`src/hdl/exc_lp_defs.svh`:
```
// Purpose: constants for the exception and low-power control block
// Assumes: byte-wide registers on a 32-bit apb word, low bits used
// Notes: register map and recovery counts
//
// Behaviour
// - latch and arbitrate interrupt, hold until serviced; the latch drops if unmasked with no enabled request or break left
// - service only at boundary, unmasked and enabled
// - highest priority pending source wins
// - pending interrupt serviced right after return
// - stack on entry, set mask; high index excluded
// - software interrupt ignores mask, stacks current pc
// - any reset overrides all interrupts; a reset in the ST_STACK cycle still starts entry
// - break request forces software interrupt vector
// - in break, flag clears blocked unless enabled
// - flag cleared in break stays cleared
// - two-step clears protected across break entry
// - wait/stop clear mask, stop cpu clock
// - wait stops cpu clock only; stack next cycle
// - watchdog runs in wait unless disabled
// - stop resets counter, gates clocks, maybe oscillator
// - interrupt exit from stop: 4096 or 32 cycles
// - reset exit from stop: always 4096 cycles
// - counter held in stop, times recovery
// - break wake flag set on break exit, write-0 clear
// - reset source register clears on read; power-on
// - record source of last reset
// - registers at fe00, fe01, fe03
`ifndef EXC_LP_DEFS_SVH
`define EXC_LP_DEFS_SVH
`define ADDR_BREAK_WAKE_STATUS   16'hfe00
`define ADDR_RESET_SOURCE_STATUS 16'hfe01
`define ADDR_BREAK_FLAG_CLEAR    16'hfe03
`define BWS_FLAG_BIT             1
`define BFC_ENABLE_BIT           7
`define RSS_POWER_ON_BIT         7
`define RSS_PIN_BIT              6
`define RSS_WATCHDOG_BIT         5
`define RSS_BAD_OPCODE_BIT       4
`define RSS_BAD_FETCH_BIT        3
`define RSS_MONITOR_BIT          2
`define RSS_LOW_VOLTAGE_BIT      1
`define RECOVERY_LONG_CYCLES     4096
`define RECOVERY_SHORT_CYCLES    32
`define BFC_RESET                8'h00
`endif

```
`src/hdl/exc_lp_pkg.sv`:
```
// Purpose: types for the exception and low-power control block
// Assumes: nothing beyond the defs header
// Notes: reset sources travel as one struct
package exc_lp_pkg;
  typedef struct packed {
    logic power_on;
    logic pin;
    logic watchdog;
    logic bad_opcode;
    logic bad_fetch;
    logic monitor;
    logic low_voltage;
  } reset_src_t;

  typedef enum logic [2:0] {
    ST_RUN, ST_WAIT, ST_STOP, ST_RECOVER, ST_STACK
  } lp_state_t;
endpackage : exc_lp_pkg

```
`src/hdl/exception_lowpower_control.sv`:
```
// Purpose: interrupt latch, break handling, wait/stop sequencing
// Assumes: cpu signals instruction boundaries on mclk; flag access
//          blocking is applied by peripherals via clear_allow
// Notes: apb slave answers with pready in the access cycle
//
// The APB register port was chosen for this implementation.
`include "exc_lp_defs.svh"
module exception_lowpower_control
  import exc_lp_pkg::*;
#(
  parameter int NUM_IRQ        = 8,
  parameter int LONG_RECOVERY  = `RECOVERY_LONG_CYCLES,
  parameter int SHORT_RECOVERY = `RECOVERY_SHORT_CYCLES
) (
  input  wire logic               mclk,
  input  wire logic               rst,
  input  wire logic               psel,
  input  wire logic               penable,
  input  wire logic               pwrite,
  input  wire logic [15:0]        paddr,
  input  wire logic [31:0]        pwdata,
  output logic      [31:0]        prdata,
  output logic                    pready,
  output logic                    pslverr,
  input  wire logic [NUM_IRQ-1:0] irq_req,
  input  wire logic [NUM_IRQ-1:0] irq_enable,
  input  wire logic               mask_bit,
  input  wire logic               insn_boundary,
  input  wire logic               swi_exec,
  input  wire logic               wait_exec,
  input  wire logic               stop_exec,
  input  wire logic               rti_done,
  input  wire logic               break_req,
  input  wire reset_src_t         reset_src,
  input  wire logic               short_recovery_select,
  input  wire logic               oscillator_in_stop_enable,
  input  wire logic               watchdog_disable,
  output logic                    int_start,
  output logic [7:0]              vector_sel,
  output logic                    stack_pc_minus_one,
  output logic                    set_mask,
  output logic                    clear_mask,
  output logic                    stack_high_index,
  output logic                    cpu_clk_en,
  output logic                    periph_clk_en,
  output logic                    osc_en,
  output logic                    counter_reset,
  output logic                    watchdog_run,
  output logic                    in_break,
  output logic                    clear_allow
);
  localparam logic [7:0] SWI_VECTOR = 8'hff;
  localparam int CW = $clog2(LONG_RECOVERY + 1);
  localparam logic [7:0] BFC_RST = `BFC_RESET;

  initial begin
    if (NUM_IRQ < 1 || NUM_IRQ > 254)
      $error("NUM_IRQ out of range");
    if (SHORT_RECOVERY < 1 || SHORT_RECOVERY > LONG_RECOVERY)
      $error("recovery counts invalid");
  end

  lp_state_t        state_r, state_nxt;
  logic [CW-1:0]    count_r;
  logic             latched_r;
  logic [7:0]       latched_vec_r;
  logic             break_r;
  logic             bws_flag_r;
  logic             break_clear_enable_r;
  reset_src_t       rss_r;
  logic [31:0]      prdata_r;
  logic             int_start_r, pc1_r, setm_r, clrm_r;
  logic             in_reset_r;

  wire any_reset   = |reset_src;
  wire [NUM_IRQ-1:0] eligible = irq_req & irq_enable;
  wire any_elig    = |eligible;
  wire can_take    = any_elig && !mask_bit;

  // lowest index is highest priority
  logic [7:0] win_idx;
  always_comb begin
    win_idx = 8'h00;
    for (int i = NUM_IRQ - 1; i >= 0; i--) begin
      if (eligible[i])
        win_idx = 8'(i);
    end
  end

  wire apb_acc   = psel && penable;
  wire apb_wr    = apb_acc && pwrite;
  wire apb_rd    = apb_acc && !pwrite;
  wire hit_bws   = paddr == `ADDR_BREAK_WAKE_STATUS;
  wire hit_rss   = paddr == `ADDR_RESET_SOURCE_STATUS;
  wire hit_bfc   = paddr == `ADDR_BREAK_FLAG_CLEAR;
  wire hit_any   = hit_bws || hit_rss || hit_bfc;

  wire [7:0] bws_rd = 8'(bws_flag_r) << `BWS_FLAG_BIT;
  wire [7:0] bfc_rd = 8'(break_clear_enable_r) << `BFC_ENABLE_BIT;
  wire [7:0] rss_rd = {rss_r, 1'b0};
  wire [7:0] rd_byte = hit_bws ? bws_rd :
                       hit_rss ? rss_rd :
                       hit_bfc ? bfc_rd : 8'h00;

  wire boundary    = insn_boundary || rti_done;
  wire in_lowpower = state_r == ST_WAIT || state_r == ST_STOP;
  wire wake_irq    = can_take || break_req;
  wire take_now    = state_r == ST_RUN && boundary && !any_reset;

  // state machine for low-power modes
  always_comb begin
    state_nxt = state_r;
    case (state_r)
      ST_RUN: begin
        if (stop_exec)
          state_nxt = ST_STOP;
        else if (wait_exec)
          state_nxt = ST_WAIT;
      end
      ST_WAIT: begin
        if (wake_irq)
          state_nxt = ST_STACK;
      end
      ST_STOP: begin
        if (wake_irq || any_reset)
          state_nxt = ST_RECOVER;
      end
      ST_RECOVER: begin
        if (count_r == '0)
          state_nxt = in_reset_r ? ST_RUN : ST_STACK;
      end
      ST_STACK: state_nxt = ST_RUN;
      default: state_nxt = ST_RUN;
    endcase
    if (any_reset && state_r != ST_STOP && state_r != ST_RECOVER)
      state_nxt = ST_RUN;
  end

  always_ff @(posedge mclk) begin
    if (rst)
      state_r <= ST_RUN;
    else
      state_r <= state_nxt;
  end

  // recovery counter, loads on stop exit
  always_ff @(posedge mclk) begin
    if (rst) begin
      count_r    <= '0;
      in_reset_r <= 1'b0;
    end else if (state_r == ST_STOP) begin
      count_r    <= '0;
      in_reset_r <= any_reset;
      if (any_reset || !short_recovery_select) begin
        count_r    <= CW'(LONG_RECOVERY - 1);
      end else if (wake_irq) begin
        count_r    <= CW'(SHORT_RECOVERY - 1);
      end
      if (!(wake_irq || any_reset))
        count_r <= '0;
    end else if (state_r == ST_RECOVER && count_r != '0) begin
      count_r <= count_r - 1'b1;
    end
  end

  // interrupt latch; once held, no other source displaces it
  always_ff @(posedge mclk) begin
    if (rst || any_reset) begin
      latched_r     <= 1'b0;
      latched_vec_r <= 8'h00;
    end else if (!latched_r && (can_take || break_req)) begin
      latched_r     <= 1'b1;
      latched_vec_r <= break_req ? SWI_VECTOR : win_idx;
    end else if (latched_r && (int_start_r || (!mask_bit && !any_elig
                 && !break_r))) begin
      latched_r     <= 1'b0;
    end
  end

  wire entry_hw  = latched_r && (take_now || state_r == ST_STACK)
                   && !int_start_r;
  wire entry_swi = take_now && swi_exec;

  always_ff @(posedge mclk) begin
    if (rst) begin
      int_start_r <= 1'b0;
      pc1_r       <= 1'b0;
      setm_r      <= 1'b0;
      clrm_r      <= 1'b0;
      vector_sel  <= 8'h00;
    end else begin
      int_start_r <= entry_hw || entry_swi;
      setm_r      <= entry_hw || entry_swi;
      pc1_r       <= entry_hw && !entry_swi && latched_vec_r != SWI_VECTOR;
      clrm_r      <= state_r == ST_RUN && (wait_exec || stop_exec);
      if (entry_swi)
        vector_sel <= SWI_VECTOR;
      else if (entry_hw)
        vector_sel <= latched_vec_r;
    end
  end

  // break tracking and wake flag
  always_ff @(posedge mclk) begin
    if (rst || any_reset) begin
      break_r    <= 1'b0;
      bws_flag_r <= 1'b0;
    end else begin
      if (break_req)
        break_r <= 1'b1;
      else if (rti_done)
        break_r <= 1'b0;
      if (apb_wr && hit_bws && !pwdata[`BWS_FLAG_BIT])
        bws_flag_r <= 1'b0;
      if (in_lowpower && break_req)
        bws_flag_r <= 1'b1;
    end
  end

  // control register
  always_ff @(posedge mclk) begin
    if (rst || any_reset)
      break_clear_enable_r <= BFC_RST[`BFC_ENABLE_BIT];
    else if (apb_wr && hit_bfc)
      break_clear_enable_r <= pwdata[`BFC_ENABLE_BIT];
  end

  // reset source record; read clears, a new reset wins
  always_ff @(posedge mclk) begin
    if (rst)
      rss_r <= '{power_on: 1'b1, default: 1'b0};
    else if (reset_src.power_on)
      rss_r <= '{power_on: 1'b1, default: 1'b0};
    else if (any_reset)
      rss_r <= reset_src;
    else if (apb_rd && hit_rss)
      rss_r <= '0;
  end

  always_ff @(posedge mclk) begin
    if (rst)
      prdata_r <= 32'h0000_0000;
    else if (psel && !penable && !pwrite)
      prdata_r <= {24'h00_0000, rd_byte};
  end

  // clock and enable outputs, all registered
  always_ff @(posedge mclk) begin
    if (rst) begin
      cpu_clk_en       <= 1'b1;
      periph_clk_en    <= 1'b1;
      osc_en           <= 1'b1;
      counter_reset    <= 1'b0;
      watchdog_run     <= 1'b1;
      in_break         <= 1'b0;
      clear_allow      <= 1'b1;
      stack_high_index <= 1'b0;
      pslverr          <= 1'b0;
      pready           <= 1'b0;
    end else begin
      cpu_clk_en    <= state_nxt == ST_RUN || state_nxt == ST_STACK;
      periph_clk_en <= state_nxt != ST_STOP && state_nxt != ST_RECOVER;
      osc_en        <= state_nxt != ST_STOP || oscillator_in_stop_enable;
      counter_reset <= state_nxt == ST_STOP;
      watchdog_run  <= !watchdog_disable && state_nxt != ST_STOP;
      in_break      <= break_r;
      // peripherals gate both clear steps on this level
      clear_allow   <= !break_r || break_clear_enable_r;
      stack_high_index <= 1'b0;
      pready        <= psel && !penable;
      pslverr       <= psel && !penable && !hit_any;
    end
  end

  assign prdata             = prdata_r;
  assign int_start          = int_start_r;
  assign stack_pc_minus_one = pc1_r;
  assign set_mask           = setm_r;
  assign clear_mask         = clrm_r;
endmodule : exception_lowpower_control

```
`config.mk`:
```
export PLATFORM = sky130hd
export DESIGN_NAME = exception_lowpower_control
export DESIGN_NICKNAME = d
export VERILOG_FILES = /design/src/hdl/exc_lp_pkg.sv /design/src/hdl/exception_lowpower_control.sv
export VERILOG_INCLUDE_DIRS = /design/src /design/src/hdl
export SDC_FILE = /design/constraint.sdc
export NUM_CORES = 1
export LEC_CHECK = 0
export BUFFER_PORTS_ARGS = -buffer_cell sky130_fd_sc_hd__buf_2
export CORE_MARGIN = 3
export CORE_UTILIZATION = 50
export CTS_CLUSTER_SIZE = 14
export DETAILED_ROUTE_END_ITERATION = 7
export GPL_ROUTABILITY_DRIVEN = 0
export PLACE_DENSITY = 0.94
export SYNTH_ARGS = -nofsm -noshare
export SYNTH_HDL_FRONTEND = slang
export SYNTH_SLANG_ARGS = --single-unit
```
`constraint.sdc`:
```
create_clock -name mclk -period 4.23 [get_ports mclk]
set_input_delay 0 -clock mclk [delete_from_list [all_inputs] [get_ports mclk]]
set_output_delay 0 -clock mclk [all_outputs]
set_load 0.05 [all_outputs]
```
## After elaboration in Yosys (flattened, before gate mapping)

Index checks and enable logic that the tools add are counted.

- Bitwise logic cells: 1
- Reductions and logical operators: 70
- $add $sub $neg: 1
- Muxes and demuxes: 35
- Eq/ne operators: 14

Operator list:

| cell | number |
|---|---|
| $mux W8 | 11 |
| $eq A16 B16 Y1 const B | 3 |
| $mux W13 | 3 |
| $mux W3 | 10 |
| $logic_and A1 B1 Y1 | 29 |
| $logic_or A1 B1 Y1 | 15 |
| $mux W7 | 2 |
| $logic_not A1 Y1 | 13 |
| $logic_not A13 Y1 | 1 |
| $reduce_bool A13 Y1 | 1 |
| $sub A13 B1 Y13 const B | 1 |
| $mux W12 | 1 |
| $ne A3 B2 Y1 const B | 4 |
| $pmux W3 S4 | 1 |
| $reduce_bool A2 Y1 | 6 |
| $eq A3 B2 Y1 const B | 3 |
| $and A8 B8 Y8 | 1 |
| $ne A8 B8 Y1 const B | 1 |
| $reduce_or A8 Y1 | 1 |
| $reduce_or A7 Y1 | 1 |
| $eq A3 B3 Y1 const B | 2 |
| $logic_not A3 Y1 | 2 |
| $mux W1 | 6 |
| $mux W5 | 1 |
| other kinds (2) | 2 |

- Output and inout bits: 54
- Flip-flop bits (word level): 64
- Word-level logic and storage cells: 150

## Depth between registers and ports, before layout

Gate-level depths: netlist of run 1.

- Word-level depth: 10
- Mapped depth: 9
- Gate-level depth less buffers: 9

## Least setup slack after synthesis of run 1

Ideal clock, no wire load.

- Path type: reg2reg
- Start: reg count_r[1]
- End: reg state_r[0]
- Setup time: 129 ps
- Slack: 2267 ps
- Arrival time: 1834 ps
- Data required time: 4101 ps
- Cell stages (with the launch flop): 8
- Buffers on the path: 0
- Clock period less this slack: 1963 ps
- Cell sequence: dfxtp_1 inv_1 ha_1 or3b_4 nor4_4 o31ai_1 or3_1 nor2b_4

- Word-level cells in the longest chain between the ends: 4

RTL lines:

| element | RTL line | source |
|---|---|---|
| start: declaration | exception_lowpower_control.sv:64 | `logic [CW-1:0] count_r;` |
| start signal: assignment | exception_lowpower_control.sv:155 | `count_r <= CW'(LONG_RECOVERY - 1);` |
| start signal: assignment | exception_lowpower_control.sv:157 | `count_r <= CW'(SHORT_RECOVERY - 1);` |
| start signal: assignment | exception_lowpower_control.sv:162 | `count_r <= count_r - 1'b1;` |
| $logic_not A13 Y1 | exception_lowpower_control.sv:129 | `if (count_r == '0)` |
| $mux W3 | exception_lowpower_control.sv:129 |  |
| $pmux W3 S4 | exception_lowpower_control.sv:113 | `case (state_r)` |
| $mux W3 | exception_lowpower_control.sv:135 | `if (any_reset && state_r != ST_STOP && state_r != ST_RECOVER)` |
| end signal: assignment | exception_lowpower_control.sv:143 | `state_r <= state_nxt;` |
| end: declaration | exception_lowpower_control.sv:63 | `lp_state_t state_r, state_nxt;` |

No other way between the ends.
A chain may end at the register's enable or synchronous reset.

## Worst setup path after layout of run 1

- Start: reg count_r[0]
- End: reg count_r[8]

- Word-level cells in the longest chain between the ends: 3
- Elaborated cells on any way between the ends: 6
- Those cells by class: 1 x add/sub; 2 x mux; 3 x reduce/logical

RTL lines:

| element | RTL line | source |
|---|---|---|
| $sub A13 B1 Y13 / $reduce_bool A13 Y1 (equally long branches) | exception_lowpower_control.sv:162, exception_lowpower_control.sv:161 |  |
| $mux W13 / $logic_and A1 B1 Y1 (equally long branches) | exception_lowpower_control.sv:161 | `end else if (state_r == ST_RECOVER && count_r != '0) begin` |
| $mux W13 / $reduce_bool A2 Y1 (equally long branches) | -- |  |

Several ways; a longest one is shown, not always the timed one. The select of a mux whose other input is x is not followed.

==> impl_metrics.ini, run 1 <==
[setup_path]
critPathLaunchType = flip-flop
critical_path.top_delay_family = simple AND/OR/NAND/NOR gates
path_class = flip-flop to flip-flop
critPathMaxFanout = 13
cp-end-kind = flip-flop
r2r_cells = 7
critical_path.cell_chain = inv_1 > ha_1 > nor3b_1 > nand4_1 > nand2_1 > nor3_1 > a311o_1
cp.depth = 7
required_ps = 4430
critPathSlowestCell = nor3b_1
critPathBufInv = 1
critPathArrivalTime_ps = 2390
slowest_delay_ps = 490

[sta]
finalSetupViolCount = 0
slew_headroom_pct = 51.5
skew_ps = 4.84
rsz0062_at_grt = false
tns_ps = 0
setup_slack_ps = 2040
period_minus_slack_ps = 2190
timing.final.max_slew_violations = 0
tightest_slew_ps = 727
fin_crit_sh_pct = 51.8
timing.hold.ws_ps = 9.46
fmax_mhz = 456
hold_violations = 0

[global_routing]
grt_pass1_vias = 2373
grt_max_degree = 28
grt_overflow = 0
groute.usage.overall_pct = 19.8
antenna_found_initial = 0
grt_pass1_wl_um = 10400

[power]
p_leak_nw = 1.50
total_power_mw = 1.08
cellPowerDensity_nw_per_um2 = 318
irDropWorstVdd_mv = 0.143

[logic_synthesis]
synth_area_um2 = 2840
yosysTopAreaCellShare_pct = 38.8
synthMostInstantiatedCell = dfxtp_1
synth_edf_count = 0
synth.distinct_cells = 65
avgSynthCellArea_um2 = 8.63
synth_common_cells = dfxtp_1, nor2_1, buf_4
ys_warn_count = 0
synth-async-reset-ratio_pct = 0
yosys.area.top_type = dfxtp_1
synthTopCellsByArea = dfxtp_1, buf_4, nor2_1, a21oi_1, o21ai_0
ys_ff_latch = 55
seq_area_frac_synth_pct = 38.8
synthCells = 329
synth-main-ff-cell = dfxtp_1

[run]
drv_cap = 0

[clock_tree]
clkTransAtPathRegs_ps = 90
post-cts-setup-buffer-count = 0
cts_tree = done
h-tree-depth = 2
cts_made_buffers = 5
clkLatencyLatePin_ps = 300
root_buffer = clkbuf_8
ctsResizeCount = 0
clockBufferDepth = 2
clock_sinks = 55

[cells_and_area]
drive_gt1_share_pct = 28.3
fillers = 392
syn_to_final_growth_pct = 19.5
antenna_cells = 0
nets = 499

[detailed_routing]
viasPerCell = 5.50
drtIter0Drc = 251
ant_nets = 0
vias = 2658
first_pass_iters = 4
drc = 0
post_drt_wl_per_cell_um = 13.9
drt-total-wl_um = 6720

[floorplanning]
die_w_um = 81.3
coreArea_um2 = 5300
io_pins = 140
num_rows = 26
start_util_pct = 53.5
die_h_um = 81.3
die_area_um2 = 6620

[worst_hold_path]
whs_path_depth = 3
hold_class = primary input to flip-flop

[placed_design]
place_ws_ps = 2090
port_buffers = 83
dp_hpwl_um = 5060

[outcome]
status = complete, no violations
## what timing repair did
action	4_1_cts	5_1_grt
endpoints found under the setup margin	0	0
hold endpoints to repair	12	0
hold buffers	12	0
## final cells by class
cell class	count	area [µm²]	share of cell area (%)
clock inverters	2	60.1	1.77
clock buffers	6	72.6	2.14
inverters	10	37.5	1.11
multi-input cells	245	1500	44.2
flip-flops and latches	55	1100	32.5
repair buffers	95	536	15.8
well taps	70	87.6	2.58
## tightest hold or removal path, cell delays in order
cell	delay, ps
buf_2	90
nand2b_1	120
nor2_1	60
## logic make-up (layout without fill, tap and decap cells)
kind of cell,count (synthesis),in the layout,synth area share (%)
adder cells (fa/ha/maj),1,1,0.441
AO/OA/AOI/OAI,88,88,21.7
XOR/XNOR,1,1,0.309
other,1,26,0.132
multiplexers,4,4,1.41
AND/OR/NAND/NOR,125,125,25.5
flip-flops,55,55,38.8
buffers and inverters,54,113,11.7
## state kept, by name, indices dropped and copies added, names as in the netlist, 3 cells and up
| signal | cells |
|---|---|
| vector_sel | 4 |
| latched_vec_r | 4 |
| count_r | 13 |
| prdata | 7 |
| rss_r | 7 |
| state_r | 3 |
## worst paths after layout
path	from	end	slack [ps]
worst max register to register	count_r[0]	count_r[8]	2040
worst max-delay path	count_r[0]	count_r[8]	2040
worst min-delay path	penable	pready	9
worst min register to register	rss_r[6]	rss_r[6]	460
## power by group
part / leakage (nW) / total, mW / switching (mW) / internal, mW
clock network: 0.0654 / 0.398 / 0.161 / 0.236
logic: 0.985 / 0.155 / 0.107 / 0.0479
registers: 0.445 / 0.526 / 0.00319 / 0.523
total: 1.50 / 1.08 / 0.271 / 0.808
## stage by stage
step / utilization (%) / cell area (µm²) / std cells
CTS: 64.0 / 3390 / 483
floorplan: - / 2930 / 354
global placement: 59.2 / 3140 / 463
finish: 64.0 / 3390 / 483
global route: 64.0 / 3390 / 483
detailed placement: 59.2 / 3140 / 463
## per-layer routing
metal | track usage [%] | wire length, µm | vias up
met5 | 0 | 0 | -
met4 | 6.76 | 117 | 0
met3 | 3.33 | 524 | 14
met2 | 35.8 | 3350 | 117
met1 | 23.4 | 2730 | 1218
li1 | - | - | 1309
## placed cells by master, fill, tap and decap left out, drive strengths merged, types with 3 or more instances in the layout
| cell type | n |
|---|---|
| a21oi | 23 |
| nand2 | 17 |
| a211oi | 5 |
| inv | 10 |
| nor3 | 15 |
| or2 | 3 |
| nand2b | 5 |
| nand4 | 4 |
| mux2i | 4 |
| o21ai | 16 |
| nor4 | 7 |
| dlygate4sd3 | 12 |
| conb | 26 |
| nand3 | 3 |
| nor4b | 3 |
| o221a | 5 |
| nor2 | 40 |
| a31oi | 4 |
| nor2b | 6 |
| o31ai | 5 |
| buf | 83 |
| dfxtp | 55 |
| or3 | 7 |
| or4 | 3 |
| a22oi | 9 |
| clkbuf | 6 |
Note: power is estimated with default switching activity, not from simulation.
==> run 2: changes to the inputs <==
- CORE_UTILIZATION: 50 -> 46
- PLACE_DENSITY: 0.94 -> 0.88
- clock period: 4.23 -> 2.1 ns (I/O delays scaled with it)
==> run 2 against run 1 <==
  * Final cell count up 1.9%
  * Count of clock-buffer cells in the layout unchanged
  * Setup slack worse by 2000 ps
  * Non-clock buffer count up 7
  * Sequential power up 100%
  * Sequential share of layout area down 0.63 points
  * Power up 95%
  * Maximum frequency up 7.2%
  * Register-to-register slack worse by 2000 ps
  * Cell area up 2.2%
  * Wire length up 6.6%
  * Largest power group unchanged
==> impl_metrics.ini, run 2 (synthesis results as in run 1) <==
[setup_path]
path_class = flip-flop to flip-flop
critPathArrivalTime_ps = 2230
critPathSlowestCell = or3b_4
critPathBufInv = 1
critical_path.cell_chain = inv_2 > ha_2 > or3b_4 > nor4_4 > o31ai_4 > or3_4 > nor2b_4
required_ps = 2290
r2r_cells = 7
cp-end-kind = flip-flop
rr_endpoint = state_r[0]
cp.depth = 7
critPathLaunchType = flip-flop
critPathMaxFanout = 4
critical_path.top_delay_family = simple AND/OR/NAND/NOR gates
r2r_start = count_r[1]
r2r_slack_ps = 60
slowest_delay_ps = 420

[detailed_routing]
drc = 0
vias = 2715
post_drt_wl_per_cell_um = 14.6
drtIter0Drc = 187
drt-total-wl_um = 7170
ant_nets = 0
viasPerCell = 5.52
first_pass_iters = 4

[global_routing]
grt_pass1_wl_um = 11100
antenna_found_initial = 0
grt_max_degree = 21
grt_pass1_vias = 2508
grt_overflow = 0
groute.usage.overall_pct = 18.7

[placed_design]
dp_hpwl_um = 5170
place_inst = 469
port_buffers = 83

[sta]
skew_ps = 8.77
timing.final.max_slew_violations = 0
hold_violations = 0
timing.hold.ws_ps = 2.45
finalSetupViolCount = 0
fmax_mhz = 489
tightest_slew_ps = 653
period_minus_slack_ps = 2040
fin_crit_sh_pct = 97.4
slew_headroom_pct = 55.9

[floorplanning]
die_area_um2 = 7150
coreArea_um2 = 5740
start_util_pct = 49.4
num_rows = 27
io_pins = 140
die_h_um = 84.5
die_w_um = 84.5

[cells_and_area]
drive_gt1_share_pct = 31.0
nets = 506
final_cells = 492
final_common_cell = buf_2
top_register = count_r
syn_to_final_growth_pct = 22.2
final_cell_mix = buf_2, dfxtp_1, nor2_1, conb_1, a21oi_1
fillers = 477
largest_register_ffs = 13
antenna_cells = 0

[worst_hold_path]
min-delay-start = rti_done
hold_class = primary input to flip-flop
worst_hold_path.endpoint = break_r
whs_path_depth = 4

[outcome]
status = complete, no violations

[power]
irDropWorstVdd_mv = 0.296
p_leak_nw = 1.53
cellPowerDensity_nw_per_um2 = 607

[clock_tree]
root_buffer = clkbuf_8
clkTransAtPathRegs_ps = 90
clkLatencyLatePin_ps = 310
h-tree-depth = 2
cts_made_buffers = 5
cts_tree = done
clock_sinks = 55
clockBufferDepth = 2

[run]
drv_cap = 0
run 2: worst reg2reg max path: stages, from the launching register on:
cell and delay [ps]:
dfxtp_2 340, inv_2 60, ha_2 180, or3b_4 420
nor4_4 320, o31ai_4 100, or3_4 390, nor2b_4 130
run 2: timing repair:
| item | in CTS | in global routing |
|---|---|---|
| endpoints found under the setup margin | 0 | 7 |
| buffers inserted | 0 | 2 |
| resized for setup | 0 | 8 |
| hold buffers | 12 | 1 |
| endpoints found under the hold margin | 11 | 1 |
run 2: how the worst max path moves through the flow:
stage	start	to
floorplan	count_r[1]	state_r[0]
global placement	count_r[0]	state_r[0]
detailed placement	count_r[1]	state_r[0]
CTS	count_r[1]	state_r[0]
global route	count_r[0]	state_r[0]
finish	count_r[1]	state_r[0]
run 2: report_power, final:
part | internal, mW | switching (mW) | total (mW)
Clock | 0.386 | 0.333 | 0.720
Sequential | 1.05 | 0.00675 | 1.06
Combinational | 0.101 | 0.222 | 0.323
run 2: per-layer routing:
metal | up-vias | routed length (µm) | track usage [%]
li1 | 1319 | - | -
met1 | 1266 | 2870 | 21.7
met2 | 120 | 3610 | 34.0
met3 | 10 | 598 | 4.22
met4 | 0 | 93 | 5.61
met5 | - | 0 | 0
run 2: area by class of cell:
type                            instances  area [µm²]  share of cell area [%]
Multi-Input combinational cell        245        1530                    44.1
Clock buffer                            6        82.6                    2.38
Tap cell                               72        90.1                    2.60
Clock inverter                          2        35.0                    1.01
Inverter                               10        37.5                    1.08
Sequential cell                        55        1100                    31.8
Timing Repair Buffer                  102         591                    17.0
run 2: through the flow:
stage          cell area [µm²]  setup WS (ps)  setup TNS [ps]  util, %  power (mW)
2_1_floorplan             2930            137               0        -        1.33
4_1_cts                   3410           6.58               0     59.4        2.10
6_report                  3470           55.6               0     60.4        2.10
5_1_grt                   3470          -10.5           -10.5     60.4        2.17
3_3_place_gp              3170           63.1               0     55.2        1.37
3_5_place_dp              3170           27.0               0     55.2        1.38
==> run 3: changes to the inputs <==
- REMOVE_ABC_BUFFERS: unset -> 1
==> run 3 against run 2 <==
  * Sequential cell count unchanged
  * Via count is 1.5% higher
  * Setup slack improved by 18 ps
  * Sequential power about the same
  * Non-clock buffer count rose by 1
  * Cell area rose by 0.14%
  * Final cell count is 0.20% higher
  * Largest power group unchanged
  * Core utilization increased by 0.087 points
  * Global-route usage grew 1.5 points
  * Power down 3.5%
  * Die area stayed put
  * Critical path type unchanged
  * Sequential share of layout area about the same
  * Largest cell class unchanged
==> impl_metrics.ini, run 3 (synthesis results as in run 1) <==
[floorplanning]
io_pins = 140
start_util_pct = 49.4
num_rows = 27
die_area_um2 = 7150
die_h_um = 84.5
coreArea_um2 = 5740
die_w_um = 84.5

[setup_path]
critical_path.top_delay_family = simple AND/OR/NAND/NOR gates
r2r_cells = 10
r2r_slack_ps = 70
cp.depth = 10
critPathSlowestCell = or3b_4
critPathLaunchType = flip-flop
required_ps = 2340
critPathArrivalTime_ps = 2260
critPathLaunch = count_r[1]
worst_path_most_repeated_cell = inv_2
critPathMaxFanout = 4
slowest_delay_ps = 420
r2r_start = count_r[1]
rr_endpoint = watchdog_run
critical_path.cell_chain = inv_2 > ha_4 > or3b_4 > nor3_2 > a21oi_2 > a21o_1 > inv_2 > nor4_2 > buf_4 > a21oi_1
critPathBufInv = 3
cp-end-kind = flip-flop
endpoint = watchdog_run
path_class = flip-flop to flip-flop

[clock_tree]
clockBufferDepth = 2
cts_made_buffers = 5
cts_tree = done
root_buffer = clkbuf_8
clock_sinks = 55
h-tree-depth = 2
clkLatencyLatePin_ps = 310
clkTransAtPathRegs_ps = 100
post-cts-setup-buffer-count = 0

[global_routing]
antenna_found_initial = 0
grt_max_degree = 27
grt_overflow = 0
grt_pass1_vias = 2647
grt_pass1_wl_um = 12000
groute.usage.overall_pct = 20.1

[cells_and_area]
syn_to_final_growth_pct = 22.4
final_cells = 493
design_area_um2 = 3470
top_register = count_r
largest_register_ffs = 13
final_common_cell = buf_2
antenna_cells = 0
register_area_um2 = 1100
drive_gt1_share_pct = 31.8
multi_input_area_um2 = 1540
fillers = 486
nets = 507
final_cell_mix = buf_2, dfxtp_1, nor2_1, conb_1, a21oi_1

[run]
drv_cap = 0

[detailed_routing]
drt-total-wl_um = 7500
drc = 0
ant_nets = 0
drtIter0Drc = 201
first_pass_iters = 5
post_drt_wl_per_cell_um = 15.2
viasPerCell = 5.59
vias = 2757

[placed_design]
place_inst = 472
placed_cell_area_um2 = 3190
port_buffers = 83
dp_hpwl_um = 5370
place_ws_ps = 16.6

[sta]
rsz0062_at_grt = true
setup_slack_ps = 73.3
period_minus_slack_ps = 2030
hold_violations = 0
slew_headroom_pct = 54.9
timing.hold.ws_ps = 16.1
fmax_mhz = 493
skew_ps = 9.43
fin_crit_sh_pct = 96.5
tightest_slew_ps = 672
timing.final.max_slew_violations = 0
finalSetupViolCount = 0

[power]
p_leak_nw = 1.53
cellPowerDensity_nw_per_um2 = 585
irDropWorstVdd_mv = 0.328

[worst_hold_path]
hold_class = primary input to flip-flop

[outcome]
status = complete, no violations
run 3: where the power goes:
group / internal, mW / leakage (nW) / switching, mW
registers: 1.05 / 0.446 / 0.00636
logic: 0.102 / 1.03 / 0.223
clock network: 0.301 / 0.0505 / 0.345
total: 1.46 / 1.53 / 0.574
run 3: metal layers:
metal | GRT usage (%) | part of all wire [%] | vias up
met5 | 0 | 0 | -
met4 | 6.19 | 2.2 | 0
met3 | 4.51 | 6.8 | 21
met2 | 37.1 | 50 | 127
met1 | 23.0 | 41 | 1289
li1 | - | - | 1320
run 3: cell type report:
type / count / area share (%)
Clock buffer: 7 / 2.77
Clock inverter: 1 / 0.216
Inverter: 10 / 1.08
Multi-Input combinational cell: 245 / 44.3
Sequential cell: 55 / 31.8
Tap cell: 72 / 2.59
Timing Repair Buffer: 103 / 17.2
run 3: worst min-delay path by stage:
stage	start	end	cells after the start
after global routing	rti_done	break_r	4
after CTS	rti_done	break_r	4
after global placement	oscillator_in_stop_enable	osc_en	2
after floorplan	rst	count_r[10]	1
final	rti_done	break_r	4
after detailed placement	watchdog_disable	watchdog_run	2
run 3: what timing repair did:
item / CTS / global route
hold buffers: 13 / 0
setup endpoints to repair: 1 / 14
resized for setup: 0 / 11
pin swaps: 1 / 5
endpoints found under the hold margin: 12 / 0
run 3: through the flow:
stage	util, %	TNS [ps]	power, mW
floorplan	-	-296	1.28
global placement	55.6	0	1.38
detailed placement	55.6	0	1.38
CTS	59.7	0	2.03
global route	60.5	-18.4	2.11
finish	60.5	0	2.03
run 3: worst min-delay path, cell delays in order:
cell and delay (ps):
buf_2 110, inv_1 40, a21oi_1 60, nor2_1 80
